[src/core/mbm_defines.svh]
/*
  Constants of the serial bus master: character codes, function codes,
  check seeds and timing counts. Assumes a 200 MHz system clock.
*/
`ifndef MBM_DEFINES_SVH
`define MBM_DEFINES_SVH

// Clock and line timing
`define MBM_CLK_HZ        64'd200000000
`define MBM_BAUD          64'd9600
`define MBM_ASCII_GAP_S   64'd1
`define MBM_RTU_GAP_BITS  64'd24
`define MBM_RESP_S        64'd1
`define MBM_TMR_W         28
`define MBM_ASCII_GAP_CYC (`MBM_ASCII_GAP_S * `MBM_CLK_HZ)
`define MBM_RTU_GAP_CYC   ((`MBM_RTU_GAP_BITS * `MBM_CLK_HZ) / `MBM_BAUD)
`define MBM_RESP_CYC      (`MBM_RESP_S * `MBM_CLK_HZ)

// Framing characters
`define MBM_CH_COLON      8'h3A
`define MBM_CH_CR         8'h0D
`define MBM_CH_LF         8'h0A

// Function codes and field limits
`define MBM_FC_READ       8'h03
`define MBM_FC_WRITE1     8'h06
`define MBM_FC_LOOP       8'h08
`define MBM_FC_WRITEN     8'h10
`define MBM_EXC_BIT       7
`define MBM_ADDR_MIN      8'h01
`define MBM_ADDR_MAX      8'hF7
`define MBM_HDR_BYTES     8'h06
`define MBM_MIN_REPLY     8'h04

// Check seed and polynomial
`define MBM_CRC_INIT      16'hFFFF
`define MBM_CRC_POLY      16'hA001

`endif

[src/core/mbm_pkg.sv]
/*
  Types of the serial bus master: states and the state records
  of each module. Assumes mbm_defines.svh is on the include path.
*/
`include "mbm_defines.svh"

package mbm_pkg;

  typedef enum logic [3:0] {
    s_idle, s_sof, s_body, s_chk, s_cr, s_lf, s_rwait, s_rbody, s_rlf
  } mbm_state_type;

  typedef struct packed {
    mbm_state_type          st;
    logic                   ascii;
    logic [7:0]             addr;
    logic [7:0]             func;
    logic [15:0]            regn;
    logic [15:0]            cnt;
    logic [7:0]             idx;
    logic                   nib;
    logic                   k;
    logic [15:0]            wbuf;
    logic                   have;
    logic [3:0]             hinib;
    logic [7:0]             hib;
    logic [7:0]             ri;
    logic [7:0]             bcnt;
    logic                   exc;
    logic                   abad;
    logic [7:0]             ecode;
    logic [`MBM_TMR_W-1:0]  timer;
    logic                   done;
    logic                   f_chk;
    logic                   f_addr;
    logic                   f_tmo;
    logic                   f_exc;
  } mbm_main_type;

  typedef struct packed {
    logic [7:0]  sum;
    logic [15:0] crc;
  } mbm_chk_type;

  typedef struct packed {
    logic [1:0][15:0] d;
    logic [1:0]       cnt;
  } mbm_buf_type;

endpackage

[src/core/mbm_if.sv]
/*
  Internal carriers: a word stream with valid and ready, and the
  link to the frame check unit. Used only between the master's modules.
*/
`timescale 1ns/1ps
`default_nettype none

interface mbm_word_if;
  logic        valid;
  logic        ready;
  logic [15:0] data;
  modport sink   (input valid, input data, output ready);
  modport source (output valid, output data, input ready);
endinterface // mbm_word_if

interface mbm_chk_if;
  logic        clr;
  logic        upd;
  logic [7:0]  data;
  logic [7:0]  sum;
  logic [15:0] crc;
  modport unit (input clr, input upd, input data, output sum, output crc);
  modport user (output clr, output upd, output data, input sum, input crc);
endinterface // mbm_chk_if

`default_nettype wire

[src/core/mbm_buf.sv]
/*
  Two-entry word buffer with valid and ready on both sides, so a
  stall by the reader loses no word. Assumes a single clock domain.
*/
`timescale 1ns/1ps
`default_nettype none

module mbm_buf (
  input  wire logic   clock,
  input  wire logic   rst,
  mbm_word_if.sink    wi,
  mbm_word_if.source  wo
);

  mbm_pkg::mbm_buf_type q;
  mbm_pkg::mbm_buf_type next_q;
  logic                 push;
  logic                 pop;

  ////////////////////////////////////////////////////////////////////
  // Handshakes and next state
  always_comb begin
    wi.ready = (q.cnt != 2'h2);
    wo.valid = (q.cnt != 2'h0);
    wo.data  = q.d[0];
    push     = wi.valid && wi.ready;
    pop      = wo.valid && wo.ready;
    next_q   = q;
    if (pop) begin
      next_q.d[0] = q.d[1];
    end
    if (push) begin
      next_q.d[(pop ? q.cnt - 2'h1 : q.cnt) == 2'h0 ? 0 : 1] = wi.data;
    end
    next_q.cnt = q.cnt + {1'b0, push} - {1'b0, pop};
  end

  always_ff @(posedge clock) begin
    if (rst) begin
      q <= '0;
    end else begin
      q <= next_q;
    end
  end

  property p_full_stalls;
    @(posedge clock) disable iff (rst)
      (wo.valid && !wo.ready) [*2] ##0 $past(wi.valid && wi.ready) |-> !wi.ready;
  endproperty
  a_full_stalls: assert property (p_full_stalls) else $error("full buffer took word");

endmodule // mbm_buf

`default_nettype wire

[src/core/mbm_check.sv]
/*
  Frame check unit: running byte sum for the text mode check and
  reflected CRC-16 for the binary mode. Assumes one byte per upd pulse.
*/
`timescale 1ns/1ps
`include "mbm_defines.svh"
`default_nettype none

module mbm_check (
  input  wire logic clock,
  input  wire logic rst,
  mbm_chk_if.unit   chk
);

  mbm_pkg::mbm_chk_type q;
  mbm_pkg::mbm_chk_type next_q;

  // One byte through the reflected generator, low bit first
  function automatic logic [15:0] crc_byte(input logic [15:0] c, input logic [7:0] b);
    logic [15:0] r;
    r = c ^ {8'h00, b};
    for (int i = 0; i < 8; i++) begin
      r = r[0] ? ((r >> 1) ^ `MBM_CRC_POLY) : (r >> 1);
    end
    return r;
  endfunction

  ////////////////////////////////////////////////////////////////////
  // Next state
  always_comb begin
    next_q = q;
    if (chk.clr) begin
      next_q.sum = 8'h00;
      next_q.crc = `MBM_CRC_INIT;
    end else if (chk.upd) begin
      next_q.sum = q.sum + chk.data;                    // Carry dropped
      next_q.crc = crc_byte(q.crc, chk.data);
    end
  end

  always_ff @(posedge clock) begin
    if (rst) begin
      q <= '{sum: 8'h00, crc: `MBM_CRC_INIT};
    end else begin
      q <= next_q;
    end
  end

  assign chk.sum = q.sum;
  assign chk.crc = q.crc;

  ////////////////////////////////////////////////////////////////////
  // Checks
  property p_seed;
    @(posedge clock) disable iff (rst)
      chk.clr |=> (chk.crc == 16'hFFFF) && (chk.sum == 8'h00);
  endproperty
  a_seed: assert property (p_seed) else $error("check seed wrong");

  property p_crc_step;
    @(posedge clock) disable iff (rst)
      (chk.upd && !chk.clr && chk.crc == 16'hFFFF && chk.data == 8'h11)
        |=> chk.crc == 16'h4C7F;
  endproperty
  a_crc_step: assert property (p_crc_step) else $error("crc step wrong");

endmodule // mbm_check

`default_nettype wire

[src/core/mbm_master.sv]
/*
  Serial bus master: builds request frames in text (ASCII) or binary
  (RTU) mode, sends them as a character stream, and parses the reply.
  Assumes an outside UART moves characters; all inputs synchronous.
*/
`timescale 1ns/1ps
`include "mbm_defines.svh"
`default_nettype none

module mbm_master #(
  parameter logic [`MBM_TMR_W-1:0] RESP_CYC      = `MBM_TMR_W'(`MBM_RESP_CYC),
  parameter logic [`MBM_TMR_W-1:0] ASCII_GAP_CYC = `MBM_TMR_W'(`MBM_ASCII_GAP_CYC),
  parameter logic [`MBM_TMR_W-1:0] RTU_GAP_CYC   = `MBM_TMR_W'(`MBM_RTU_GAP_CYC)
) (
  input  wire logic        clock,
  input  wire logic        rst,
  input  wire logic        cmd_valid,
  output logic             cmd_ready,
  input  wire logic        cmd_ascii,
  input  wire logic [7:0]  cmd_addr,
  input  wire logic [7:0]  cmd_func,
  input  wire logic [15:0] cmd_reg,
  input  wire logic [15:0] cmd_cnt,
  input  wire logic        wr_valid,
  output logic             wr_ready,
  input  wire logic [15:0] wr_data,
  output logic             tx_valid,
  input  wire logic        tx_ready,
  output logic [7:0]       tx_data,
  input  wire logic        rx_valid,
  output logic             rx_ready,
  input  wire logic [7:0]  rx_data,
  output logic             rsp_valid,
  input  wire logic        rsp_ready,
  output logic [15:0]      rsp_data,
  output logic             done,
  output logic             fail_check,
  output logic             fail_addr,
  output logic             fail_timeout,
  output logic             exception,
  output logic [7:0]       exc_code
);

  mbm_pkg::mbm_main_type q;
  mbm_pkg::mbm_main_type next_q;
  mbm_chk_if             chk ();
  mbm_word_if            wq ();
  mbm_word_if            rq ();
  logic [7:0]            plen;
  logic [7:0]            tb;
  logic                  tb_ok;
  logic                  fire;
  logic                  bdone;
  logic [7:0]            rc;
  logic [7:0]            rbyte;
  logic                  rdone;
  logic                  push;
  logic                  finish;
  logic                  bad_chk;
  logic [7:0]            dix;

  // Nibble to upper-case hex character
  function automatic logic [7:0] hexchar(input logic [3:0] n);
    return (n < 4'hA) ? (8'h30 + {4'h0, n}) : (8'h37 + {4'h0, n});
  endfunction

  // Hex character to nibble, either case
  function automatic logic [3:0] hexval(input logic [7:0] c);
    return c[6] ? (c[3:0] + 4'h9) : c[3:0];
  endfunction

  ////////////////////////////////////////////////////////////////////
  // Sub-blocks
  mbm_check u_check (
    .clock (clock),
    .rst   (rst),
    .chk   (chk.unit)
  );

  mbm_buf u_buf (
    .clock (clock),
    .rst   (rst),
    .wi    (wq.sink),
    .wo    (rq.source)
  );

  assign rsp_valid    = rq.valid;
  assign rsp_data     = rq.data;
  assign rq.ready     = rsp_ready;
  assign done         = q.done;
  assign fail_check   = q.f_chk;
  assign fail_addr    = q.f_addr;
  assign fail_timeout = q.f_tmo;
  assign exception    = q.f_exc;
  assign exc_code     = q.ecode;

  ////////////////////////////////////////////////////////////////////
  // Request byte at the current index
  always_comb begin
    plen = (q.func == `MBM_FC_WRITEN) ? (8'h07 + {q.cnt[6:0], 1'b0}) : `MBM_HDR_BYTES;
    tb_ok = 1'b1;
    unique case (q.idx)                                 // Same field order for every code
      8'h00:   tb = q.addr;
      8'h01:   tb = q.func;
      8'h02:   tb = q.regn[15:8];
      8'h03:   tb = q.regn[7:0];
      8'h04:   tb = q.cnt[15:8];
      8'h05:   tb = q.cnt[7:0];
      8'h06:   tb = {q.cnt[6:0], 1'b0};                 // Byte count of values
      default: begin
        tb    = q.idx[0] ? q.wbuf[15:8] : q.wbuf[7:0];
        tb_ok = q.have;
      end
    endcase
    if (q.st == mbm_pkg::s_chk) begin
      tb = q.ascii ? (8'h00 - chk.sum) :
           (q.k ? chk.crc[15:8] : chk.crc[7:0]);        // Low byte first
      tb_ok = 1'b1;
    end
  end

  ////////////////////////////////////////////////////////////////////
  // Reply character and byte assembly
  always_comb begin
    rc      = q.ascii ? {1'b0, rx_data[6:0]} : rx_data;
    rbyte   = q.ascii ? {q.hinib, hexval(rc)} : rc;     // Two chars per byte
    rdone   = 1'b0;
    dix     = q.ri - 8'h03;
    if (rx_valid) begin
      if (q.st == mbm_pkg::s_rwait) begin
        rdone = !q.ascii;
      end else if (q.st == mbm_pkg::s_rbody) begin
        rdone = !q.ascii || (rc != `MBM_CH_CR && q.nib);
      end
    end
    // Read data words inside the byte count go to the buffer
    push     = rdone && q.ri >= 8'h03 && q.func == `MBM_FC_READ && !q.exc &&
               dix < q.bcnt && dix[0];
    rx_ready = !(push && !wq.ready);
    bad_chk  = q.ascii ? (chk.sum != 8'h00) :
               ((chk.crc != 16'h0000) || q.ri < `MBM_MIN_REPLY);
  end

  ////////////////////////////////////////////////////////////////////
  // Main sequencer
  always_comb begin
    next_q     = q;
    next_q.done = 1'b0;
    cmd_ready  = (q.st == mbm_pkg::s_idle);
    wr_ready   = 1'b0;
    tx_valid   = 1'b0;
    tx_data    = 8'h00;
    chk.clr    = 1'b0;
    chk.upd    = 1'b0;
    chk.data   = rbyte;
    wq.valid   = push;
    wq.data    = {q.hib, rbyte};
    finish     = 1'b0;
    fire       = 1'b0;
    bdone      = 1'b0;
    // Body and check characters, two per byte in text mode
    if (q.st == mbm_pkg::s_body || q.st == mbm_pkg::s_chk) begin
      tx_valid = tb_ok;
      tx_data  = !q.ascii ? tb : hexchar(q.nib ? tb[3:0] : tb[7:4]);
      fire     = tx_valid && tx_ready;                  // Sent back to back
      bdone    = fire && (!q.ascii || q.nib);
      if (fire && q.ascii) begin
        next_q.nib = !q.nib;
      end
    end
    unique case (q.st)
      mbm_pkg::s_idle: begin
        if (cmd_valid) begin
          next_q.f_chk  = 1'b0;
          next_q.f_addr = 1'b0;
          next_q.f_tmo  = 1'b0;
          next_q.f_exc  = 1'b0;
          next_q.ecode  = 8'h00;
          if (cmd_addr < `MBM_ADDR_MIN || cmd_addr > `MBM_ADDR_MAX) begin
            next_q.done   = 1'b1;                       // Refused, nothing sent
            next_q.f_addr = 1'b1;
          end else begin
            next_q.ascii = cmd_ascii;
            next_q.addr  = cmd_addr;
            next_q.func  = cmd_func;
            next_q.regn  = cmd_reg - 16'h0001;          // Offset by one
            next_q.cnt   = cmd_cnt;
            next_q.idx   = 8'h00;
            next_q.nib   = 1'b0;
            next_q.have  = 1'b0;
            next_q.st    = cmd_ascii ? mbm_pkg::s_sof : mbm_pkg::s_body;
            chk.clr      = 1'b1;
          end
        end
      end
      mbm_pkg::s_sof: begin
        tx_valid = 1'b1;
        tx_data  = `MBM_CH_COLON;
        if (tx_ready) begin
          next_q.st = mbm_pkg::s_body;
        end
      end
      mbm_pkg::s_body: begin
        if (q.idx >= 8'h07 && q.idx[0] && !q.have) begin
          wr_ready = 1'b1;
          if (wr_valid) begin
            next_q.wbuf = wr_data;
            next_q.have = 1'b1;
          end
        end
        if (bdone) begin
          chk.upd  = 1'b1;
          chk.data = tb;                                // Eight data bits only
          next_q.idx = q.idx + 8'h01;
          if (q.idx >= 8'h08 && !q.idx[0]) begin
            next_q.have = 1'b0;
          end
          if (q.idx == plen - 8'h01) begin
            next_q.st = mbm_pkg::s_chk;
            next_q.k  = 1'b0;
          end
        end
      end
      mbm_pkg::s_chk: begin
        if (bdone) begin
          next_q.k = 1'b1;
          if (q.ascii) begin
            next_q.st = mbm_pkg::s_cr;
          end else if (q.k) begin
            next_q.st = mbm_pkg::s_rwait;
            chk.clr   = 1'b1;                           // Reply check starts fresh
          end
        end
      end
      mbm_pkg::s_cr: begin
        tx_valid = 1'b1;
        tx_data  = `MBM_CH_CR;
        if (tx_ready) begin
          next_q.st = mbm_pkg::s_lf;
        end
      end
      mbm_pkg::s_lf: begin
        tx_valid = 1'b1;
        tx_data  = `MBM_CH_LF;
        if (tx_ready) begin
          next_q.st = mbm_pkg::s_rwait;
          chk.clr   = 1'b1;                             // Reply sum starts fresh
        end
      end
      mbm_pkg::s_rwait: begin
        if (rx_valid && q.ascii && rc == `MBM_CH_COLON) begin
          next_q.st  = mbm_pkg::s_rbody;
          next_q.nib = 1'b0;
        end else if (rdone) begin
          next_q.st = mbm_pkg::s_rbody;
        end else if (q.timer >= RESP_CYC) begin
          finish       = 1'b1;
          next_q.f_tmo = 1'b1;
        end
      end
      mbm_pkg::s_rbody: begin
        if (rx_valid && q.ascii) begin
          if (rc == `MBM_CH_CR) begin
            next_q.st = mbm_pkg::s_rlf;
          end else if (!q.nib) begin
            next_q.hinib = hexval(rc);
            next_q.nib   = 1'b1;
          end else if (rx_ready) begin
            next_q.nib = 1'b0;
          end
        end else if (q.ascii && q.timer >= ASCII_GAP_CYC) begin
          finish       = 1'b1;                          // Stalled text frame
          next_q.f_tmo = 1'b1;
        end else if (!q.ascii && !rx_valid && q.timer >= RTU_GAP_CYC) begin
          finish = 1'b1;                                // Silence ends frame
        end
      end
      mbm_pkg::s_rlf: begin
        if (rx_valid) begin
          finish = 1'b1;
        end else if (q.timer >= ASCII_GAP_CYC) begin
          finish       = 1'b1;
          next_q.f_tmo = 1'b1;
        end
      end
      default: next_q.st = mbm_pkg::s_idle;
    endcase
    // Reply bytes: address, code, count or error code, data
    if (rdone && rx_ready) begin
      chk.upd = 1'b1;
      next_q.ri = (q.ri == 8'hFF) ? q.ri : q.ri + 8'h01;
      unique case (q.ri)
        8'h00:   next_q.abad = (rbyte != q.addr);
        8'h01:   next_q.exc  = rbyte[`MBM_EXC_BIT];
        8'h02:   begin
          next_q.bcnt = rbyte;
          if (q.exc) begin
            next_q.ecode = rbyte;
          end
        end
        default: next_q.hib = rbyte;
      endcase
    end
    if (q.st == mbm_pkg::s_rwait || q.st == mbm_pkg::s_rbody || q.st == mbm_pkg::s_rlf) begin
      next_q.timer = (rx_valid && rx_ready) ? '0 : q.timer + 1'b1;
    end else begin
      next_q.timer = '0;
      next_q.ri    = 8'h00;
      next_q.exc   = 1'b0;
      next_q.abad  = 1'b0;
    end
    // Close the reply: a failed check masks the address and exception flags
    if (finish) begin
      next_q.st     = mbm_pkg::s_idle;
      next_q.done   = 1'b1;
      next_q.f_chk  = !next_q.f_tmo && bad_chk;
      next_q.f_addr = !next_q.f_tmo && !bad_chk && q.abad;
      next_q.f_exc  = !next_q.f_tmo && !bad_chk && q.exc;
    end
  end

  always_ff @(posedge clock) begin
    if (rst) begin
      q    <= '0;
      q.st <= mbm_pkg::s_idle;
    end else begin
      q <= next_q;
    end
  end

  ////////////////////////////////////////////////////////////////////
  // Checks
  property p_colon;
    @(posedge clock) disable iff (rst)
      (q.st == mbm_pkg::s_sof) |-> q.ascii && tx_valid && tx_data == 8'h3A;
  endproperty
  a_colon: assert property (p_colon) else $error("bad frame start");

  property p_crlf;
    @(posedge clock) disable iff (rst)
      (tx_valid && tx_ready && q.st == mbm_pkg::s_cr)
        |=> tx_valid && tx_data == 8'h0A ##0 (q.st == mbm_pkg::s_lf);
  endproperty
  a_crlf: assert property (p_crlf) else $error("CR not followed by LF");

  property p_hex;
    @(posedge clock) disable iff (rst)
      (q.ascii && tx_valid && (q.st == mbm_pkg::s_body || q.st == mbm_pkg::s_chk))
        |-> tx_data inside {[8'h30:8'h39], [8'h41:8'h46]};
  endproperty
  a_hex: assert property (p_hex) else $error("non-hex text char");

  property p_crc_lo_first;
    @(posedge clock) disable iff (rst)
      (q.st == mbm_pkg::s_chk && !q.ascii && !q.k && tx_valid && tx_ready)
        |=> tx_valid && tx_data == $past(chk.crc[15:8]);
  endproperty
  a_crc_lo_first: assert property (p_crc_lo_first) else $error("crc order");

  property p_lrc_fail;
    @(posedge clock) disable iff (rst)
      (q.st == mbm_pkg::s_rlf && rx_valid && chk.sum != 8'h00) |=> done && fail_check;
  endproperty
  a_lrc_fail: assert property (p_lrc_fail) else $error("bad LRC accepted");

  property p_addr_refuse;
    @(posedge clock) disable iff (rst)
      (cmd_valid && cmd_ready && (cmd_addr == 8'h00 || cmd_addr > 8'hF7))
        |=> done && fail_addr ##1 cmd_ready && !tx_valid;
  endproperty
  a_addr_refuse: assert property (p_addr_refuse) else $error("bad address sent");

  property p_rtu_gap;
    @(posedge clock) disable iff (rst)
      (q.st == mbm_pkg::s_rbody && !q.ascii && !rx_valid && q.timer >= RTU_GAP_CYC)
        |=> done ##1 !done;
  endproperty
  a_rtu_gap: assert property (p_rtu_gap) else $error("binary frame not closed");

  property p_reg_offset;
    @(posedge clock) disable iff (rst)
      (cmd_valid && cmd_ready && cmd_addr == 8'h11)
        |=> q.regn == $past(cmd_reg) - 16'h0001;
  endproperty
  a_reg_offset: assert property (p_reg_offset) else $error("register offset");

endmodule // mbm_master

`default_nettype wire

[config.mk]
export PLATFORM = sky130hd
export DESIGN_NAME = mbm_master
export DESIGN_NICKNAME = d
export VERILOG_FILES = /design/src/core/mbm_pkg.sv /design/src/core/mbm_if.sv /design/src/core/mbm_buf.sv /design/src/core/mbm_check.sv /design/src/core/mbm_master.sv
export VERILOG_INCLUDE_DIRS = /design/src /design/src/core
export SDC_FILE = /design/constraint.sdc
export NUM_CORES = 1
export LEC_CHECK = 0
export BUFFER_PORTS_ARGS = -buffer_cell sky130_fd_sc_hd__buf_2
export CORE_ASPECT_RATIO = 0.7
export CORE_MARGIN = 3
export CORE_UTILIZATION = 54
export DETAILED_ROUTE_END_ITERATION = 8
export PLACE_DENSITY_LB_ADDON = 0.12
export SLEW_MARGIN = 10
export SYNTH_ARGS = -nofsm -noshare
export SYNTH_HDL_FRONTEND = slang
export SYNTH_HIERARCHICAL = 1
export SYNTH_SLANG_ARGS = --single-unit
[constraint.sdc]
create_clock -name clock -period 4.3 [get_ports clock]
set_clock_uncertainty 0.1 [all_clocks]
set_input_delay 0.645 -clock clock [delete_from_list [all_inputs] [get_ports clock]]
set_output_delay 0.645 -clock clock [all_outputs]
set_load 0.01 [all_outputs]
==> flow_metrics.py <==
metrics = {
    "outcome": {
        "status": "completed",
    },
    "synth": {
        "yosys-mux-area-fraction": 0.07151,
        "synth_top_area_frac": 0.3476,
        "ys.flop_type": "dfxtp_1",
        "synth_top_family_by_area": "simple AND/OR/NAND/NOR gates",
        "synthAdderAreaFrac": 0.03700,
        "async_reset_ff_frac": 0,
        "ys_warn_count": 6,
        "avgSynthCellArea_um2": 8.167,
        "ys_types": 92,
        "synth_nets": 1589,
        "syn_area_um2": 12040,
        "ys_seq_elements": 209,
        "synth-compound-area-share": 0.1612,
        "synth_area_leaders": "dfxtp_1 35%, mux2i_1 5.9%, nand2_1 5.4%",
        "synth-edff-count": 0,
        "yosysTopAreaCell": "dfxtp_1",
        "synth.yosys.seq_area_share": 0.3476,
        "yosys.area_share.simple": 0.2312,
        "netlist_instances": 1474,
        "synthXorXnorAreaFrac": 0.08741,
    },
    "routing": {
        "wl_per_cell_um": 19.64,
        "vias": 10988,
        "viasPerCell": 5.946,
        "detail-route-antenna-nets": 0,
        "drt_wl_total_mm": 36.30,
        "remaining_drc_errors": 0,
        "drt_iter0_drc": 1385,
        "drt_pass1_iterations": 8,
    },
    "worst_hold_path": {
        "min_from": "cmd_reg[0]",
        "hold_depth": 2,
        "hold_class": "input port to flip-flop",
        "holdPathEnd": "q[114]",
    },
    "grt": {
        "grt_pass1_vias": 9870,
        "grt_pass1_wl_mm": 56.17,
        "grt_max_degree": 95,
        "overflow": 0,
        "antenna_found_initial": 0,
        "track_usage": 0.2924,
    },
    "run": {
        "maxCapViolCount": 0,
    },
    "clocking": {
        "clkSlewWorstSetupHoldPaths_ps": 70,
        "clock_latency_ps": 530,
        "cts_buffers": 22,
        "cts_tree": "yes",
        "ctsHoldBuffers": 0,
        "cts_buffer_depth": 3,
        "cts_root_buf": "clkbuf_16",
        "clkSinkCount": 209,
        "htreeDepth": 1,
    },
    "setup_path": {
        "worst-setup-path-type": "flip-flop to output pin",
        "r2r_slack_ps": 230,
        "cp-startpoint": "q[90]",
        "critPathRequiredTime_ps": 3560,
        "crit_path_max_fanout": 15,
        "ff2ff_path_depth": 13,
        "cp.arrival_ps": 3550,
        "worstSetupStartpointType": "flip-flop",
        "r2r_end": "u_check/chk.sum[6]",
        "crit_path_end_kind": "output pin",
        "r2r_start": "q[93]",
    },
    "floorplanning": {
        "dieArea_um2": 24150,
        "std_cell_rows": 45,
        "ios": 122,
        "die_w_um": 184.5,
        "start_util": 0.5525,
        "core_um2": 21790,
        "die_h_um": 130.9,
    },
    "cells_and_area": {
        "area_delta_synth_final_pct": 13.45,
        "final_area_um2": 13660,
        "drive_above_1_share": 0.1718,
        "num-fill-cells": 1981,
        "nets": 1667,
        "multiInputGateArea_um2": 7243,
        "ff_latch_area_um2": 4192,
        "diodes": 0,
    },
    "place": {
        "dpl.hpwl_mm": 26.65,
        "port_buffers": 121,
        "gp_congestion": 1.023,
        "dpl_cell_area_um2": 12760,
    },
    "power": {
        "p_leak_nw": 5.219,
        "power.density_nw_per_um2": 490.1,
        "max-vdd-ir-drop_uv": 539.8,
        "power_w": 0.006693,
    },
    "timing": {
        "fmaxAchievable_mhz": 232.8,
        "tightest_slew_ps": 981.0,
        "slew_viol_final": 0,
        "finalCriticalPeriod_ps": 4295,
        "rsz0062_at_grt": "yes",
        "hold_viol": 0,
        "relSlewSlack": 0.3460,
        "finalCritPeriodShare": 0.9988,
        "setup_viol_count_final": 0,
    },
}
-- state kept, by name, summed over array words and instances (netlist names) --
register,flops
u_check/chk.sum,8
done,1
q,138
fail_timeout,1
u_buf/wo.data,16
u_check/chk.crc,16
fail_check,1
u_buf/q,18
exception,1
fail_addr,1
exc_code,8
-- worst max-delay path by stage --
stage                         endpoint  cells after the start  slack, ps
floorplan           u_check/chk.sum[7]                     16        130
global placement    u_check/chk.sum[7]                     14        250
detailed placement  u_check/chk.sum[7]                     14         10
CTS                         tx_data[2]                     13        -70
global route                tx_data[0]                     14        -90
finish                      tx_data[0]                     14          5
-- synthesized netlist by cell type, types with 5 or more instances --
master,n
a211oi_1,37
a21o_1,5
a21oi_1,85
a221oi_1,7
a222oi_1,8
a22oi_1,9
a31oi_1,10
and3_1,18
buf_1,5
buf_2,19
buf_4,25
buf_6,5
clkbuf_1,64
dfxtp_1,209
ha_1,34
inv_1,43
mux2_2,12
mux2i_1,71
nand2_1,172
nand2b_1,8
nand3_1,56
nand4_1,17
nor2_1,164
nor2b_1,17
nor3_1,46
nor3b_1,18
nor4_1,20
o211ai_1,9
o21a_1,9
o21ai_0,38
o21ai_1,22
or3_1,8
or4_1,5
xnor2_1,62
xor2_1,42
-- critical path: stages (launching register included) --
cell and delay (ps):
dfxtp_4 380, inv_2 60, ha_2 200, buf_8 150, a222oi_1 340, mux2i_1 130
nor4_2 420, o31ai_2 150, o22ai_2 210, buf_4 160, buf_4 120, a21oi_1 110
or3_1 320, nand3_1 110, buf_2 150
-- report_power, final --
part	switching, W	total, W	internal (W)
clock network	0.000795	0.00188	0.00108
logic	0.00150	0.00249	0.000992
registers	0.000224	0.00232	0.00210
total	0.00252	0.00669	0.00417
-- cells in the final DEF, fill, tap and decap left out, types with 5 or more instances in the layout --
cell,n
dfxtp_1,207
nand2_1,172
nor2_1,163
buf_2,120
a21oi_1,82
mux2i_1,70
xnor2_1,62
nand3_1,56
buf_4,51
nor3_1,45
inv_1,42
xor2_1,42
o21ai_0,37
a211oi_1,34
ha_1,31
o21ai_1,22
clkbuf_16,22
nor4_1,18
and3_1,18
nor3b_1,18
nand4_1,17
nor2b_1,16
mux2_2,12
a22oi_1,9
a31oi_1,9
o21a_1,9
o211ai_1,9
nand2b_1,8
a222oi_1,8
clkbuf_1,8
or3_1,7
a21o_1,5
-- stage by stage --
stage / TNS [ps] / utilization / hold slack [ps] / cells / setup slack, ps
floorplan: 0 / - / 329.2 / 1474 / 133.6
global placement: 0 / 0.5855 / 341.6 / 1804 / 248.5
detailed placement: 0 / 0.5855 / 354.7 / 1804 / 13.42
CTS: -71.05 / 0.6203 / 229.3 / 1845 / -71.05
global route: -221.9 / 0.6268 / 244.8 / 1848 / -93.15
finish: 0 / 0.6268 / 235.7 / 1848 / 5.284
-- routing by layer --
layer	vias up	wire length, um	share of wire	GRT usage
met3	71	3808	0.10	0.07554
met1	5094	17650	0.49	0.4591
met4	0	825	0.023	0.06175
li1	5330	-	-	-
met2	493	14010	0.39	0.3960
met5	-	0	0	0
-- cell families (layout without fill, tap and decap cells) --
group                    Yosys count  after routing
adder cells (fa/ha/maj)           35             35
multiplexers                      84             84
flip-flops                       209            209
buffers and inverters            164            256
XOR/XNOR                         111            111
AO/OA/AOI/OAI                    290            290
AND/OR/NAND/NOR                  581            581
-- area by class of cell --
type | count | share of cell area
well taps | 282 | 0.02584
flip-flops and latches | 209 | 0.3069
clock inverters | 7 | 0.007055
inverters | 45 | 0.01237
multi-input cells | 1101 | 0.5304
clock buffers | 31 | 0.04352
repair buffers | 173 | 0.07394
-- repair_timing --
action | in CTS | in global routing
endpoints found under the setup margin | 8 | 9
endpoints found under the hold margin | 0 | 0
setup buffers | 3 | 3
pin swaps | 2 | 5
resized for setup | 10 | 27
(Power assumes the default switching activity.)
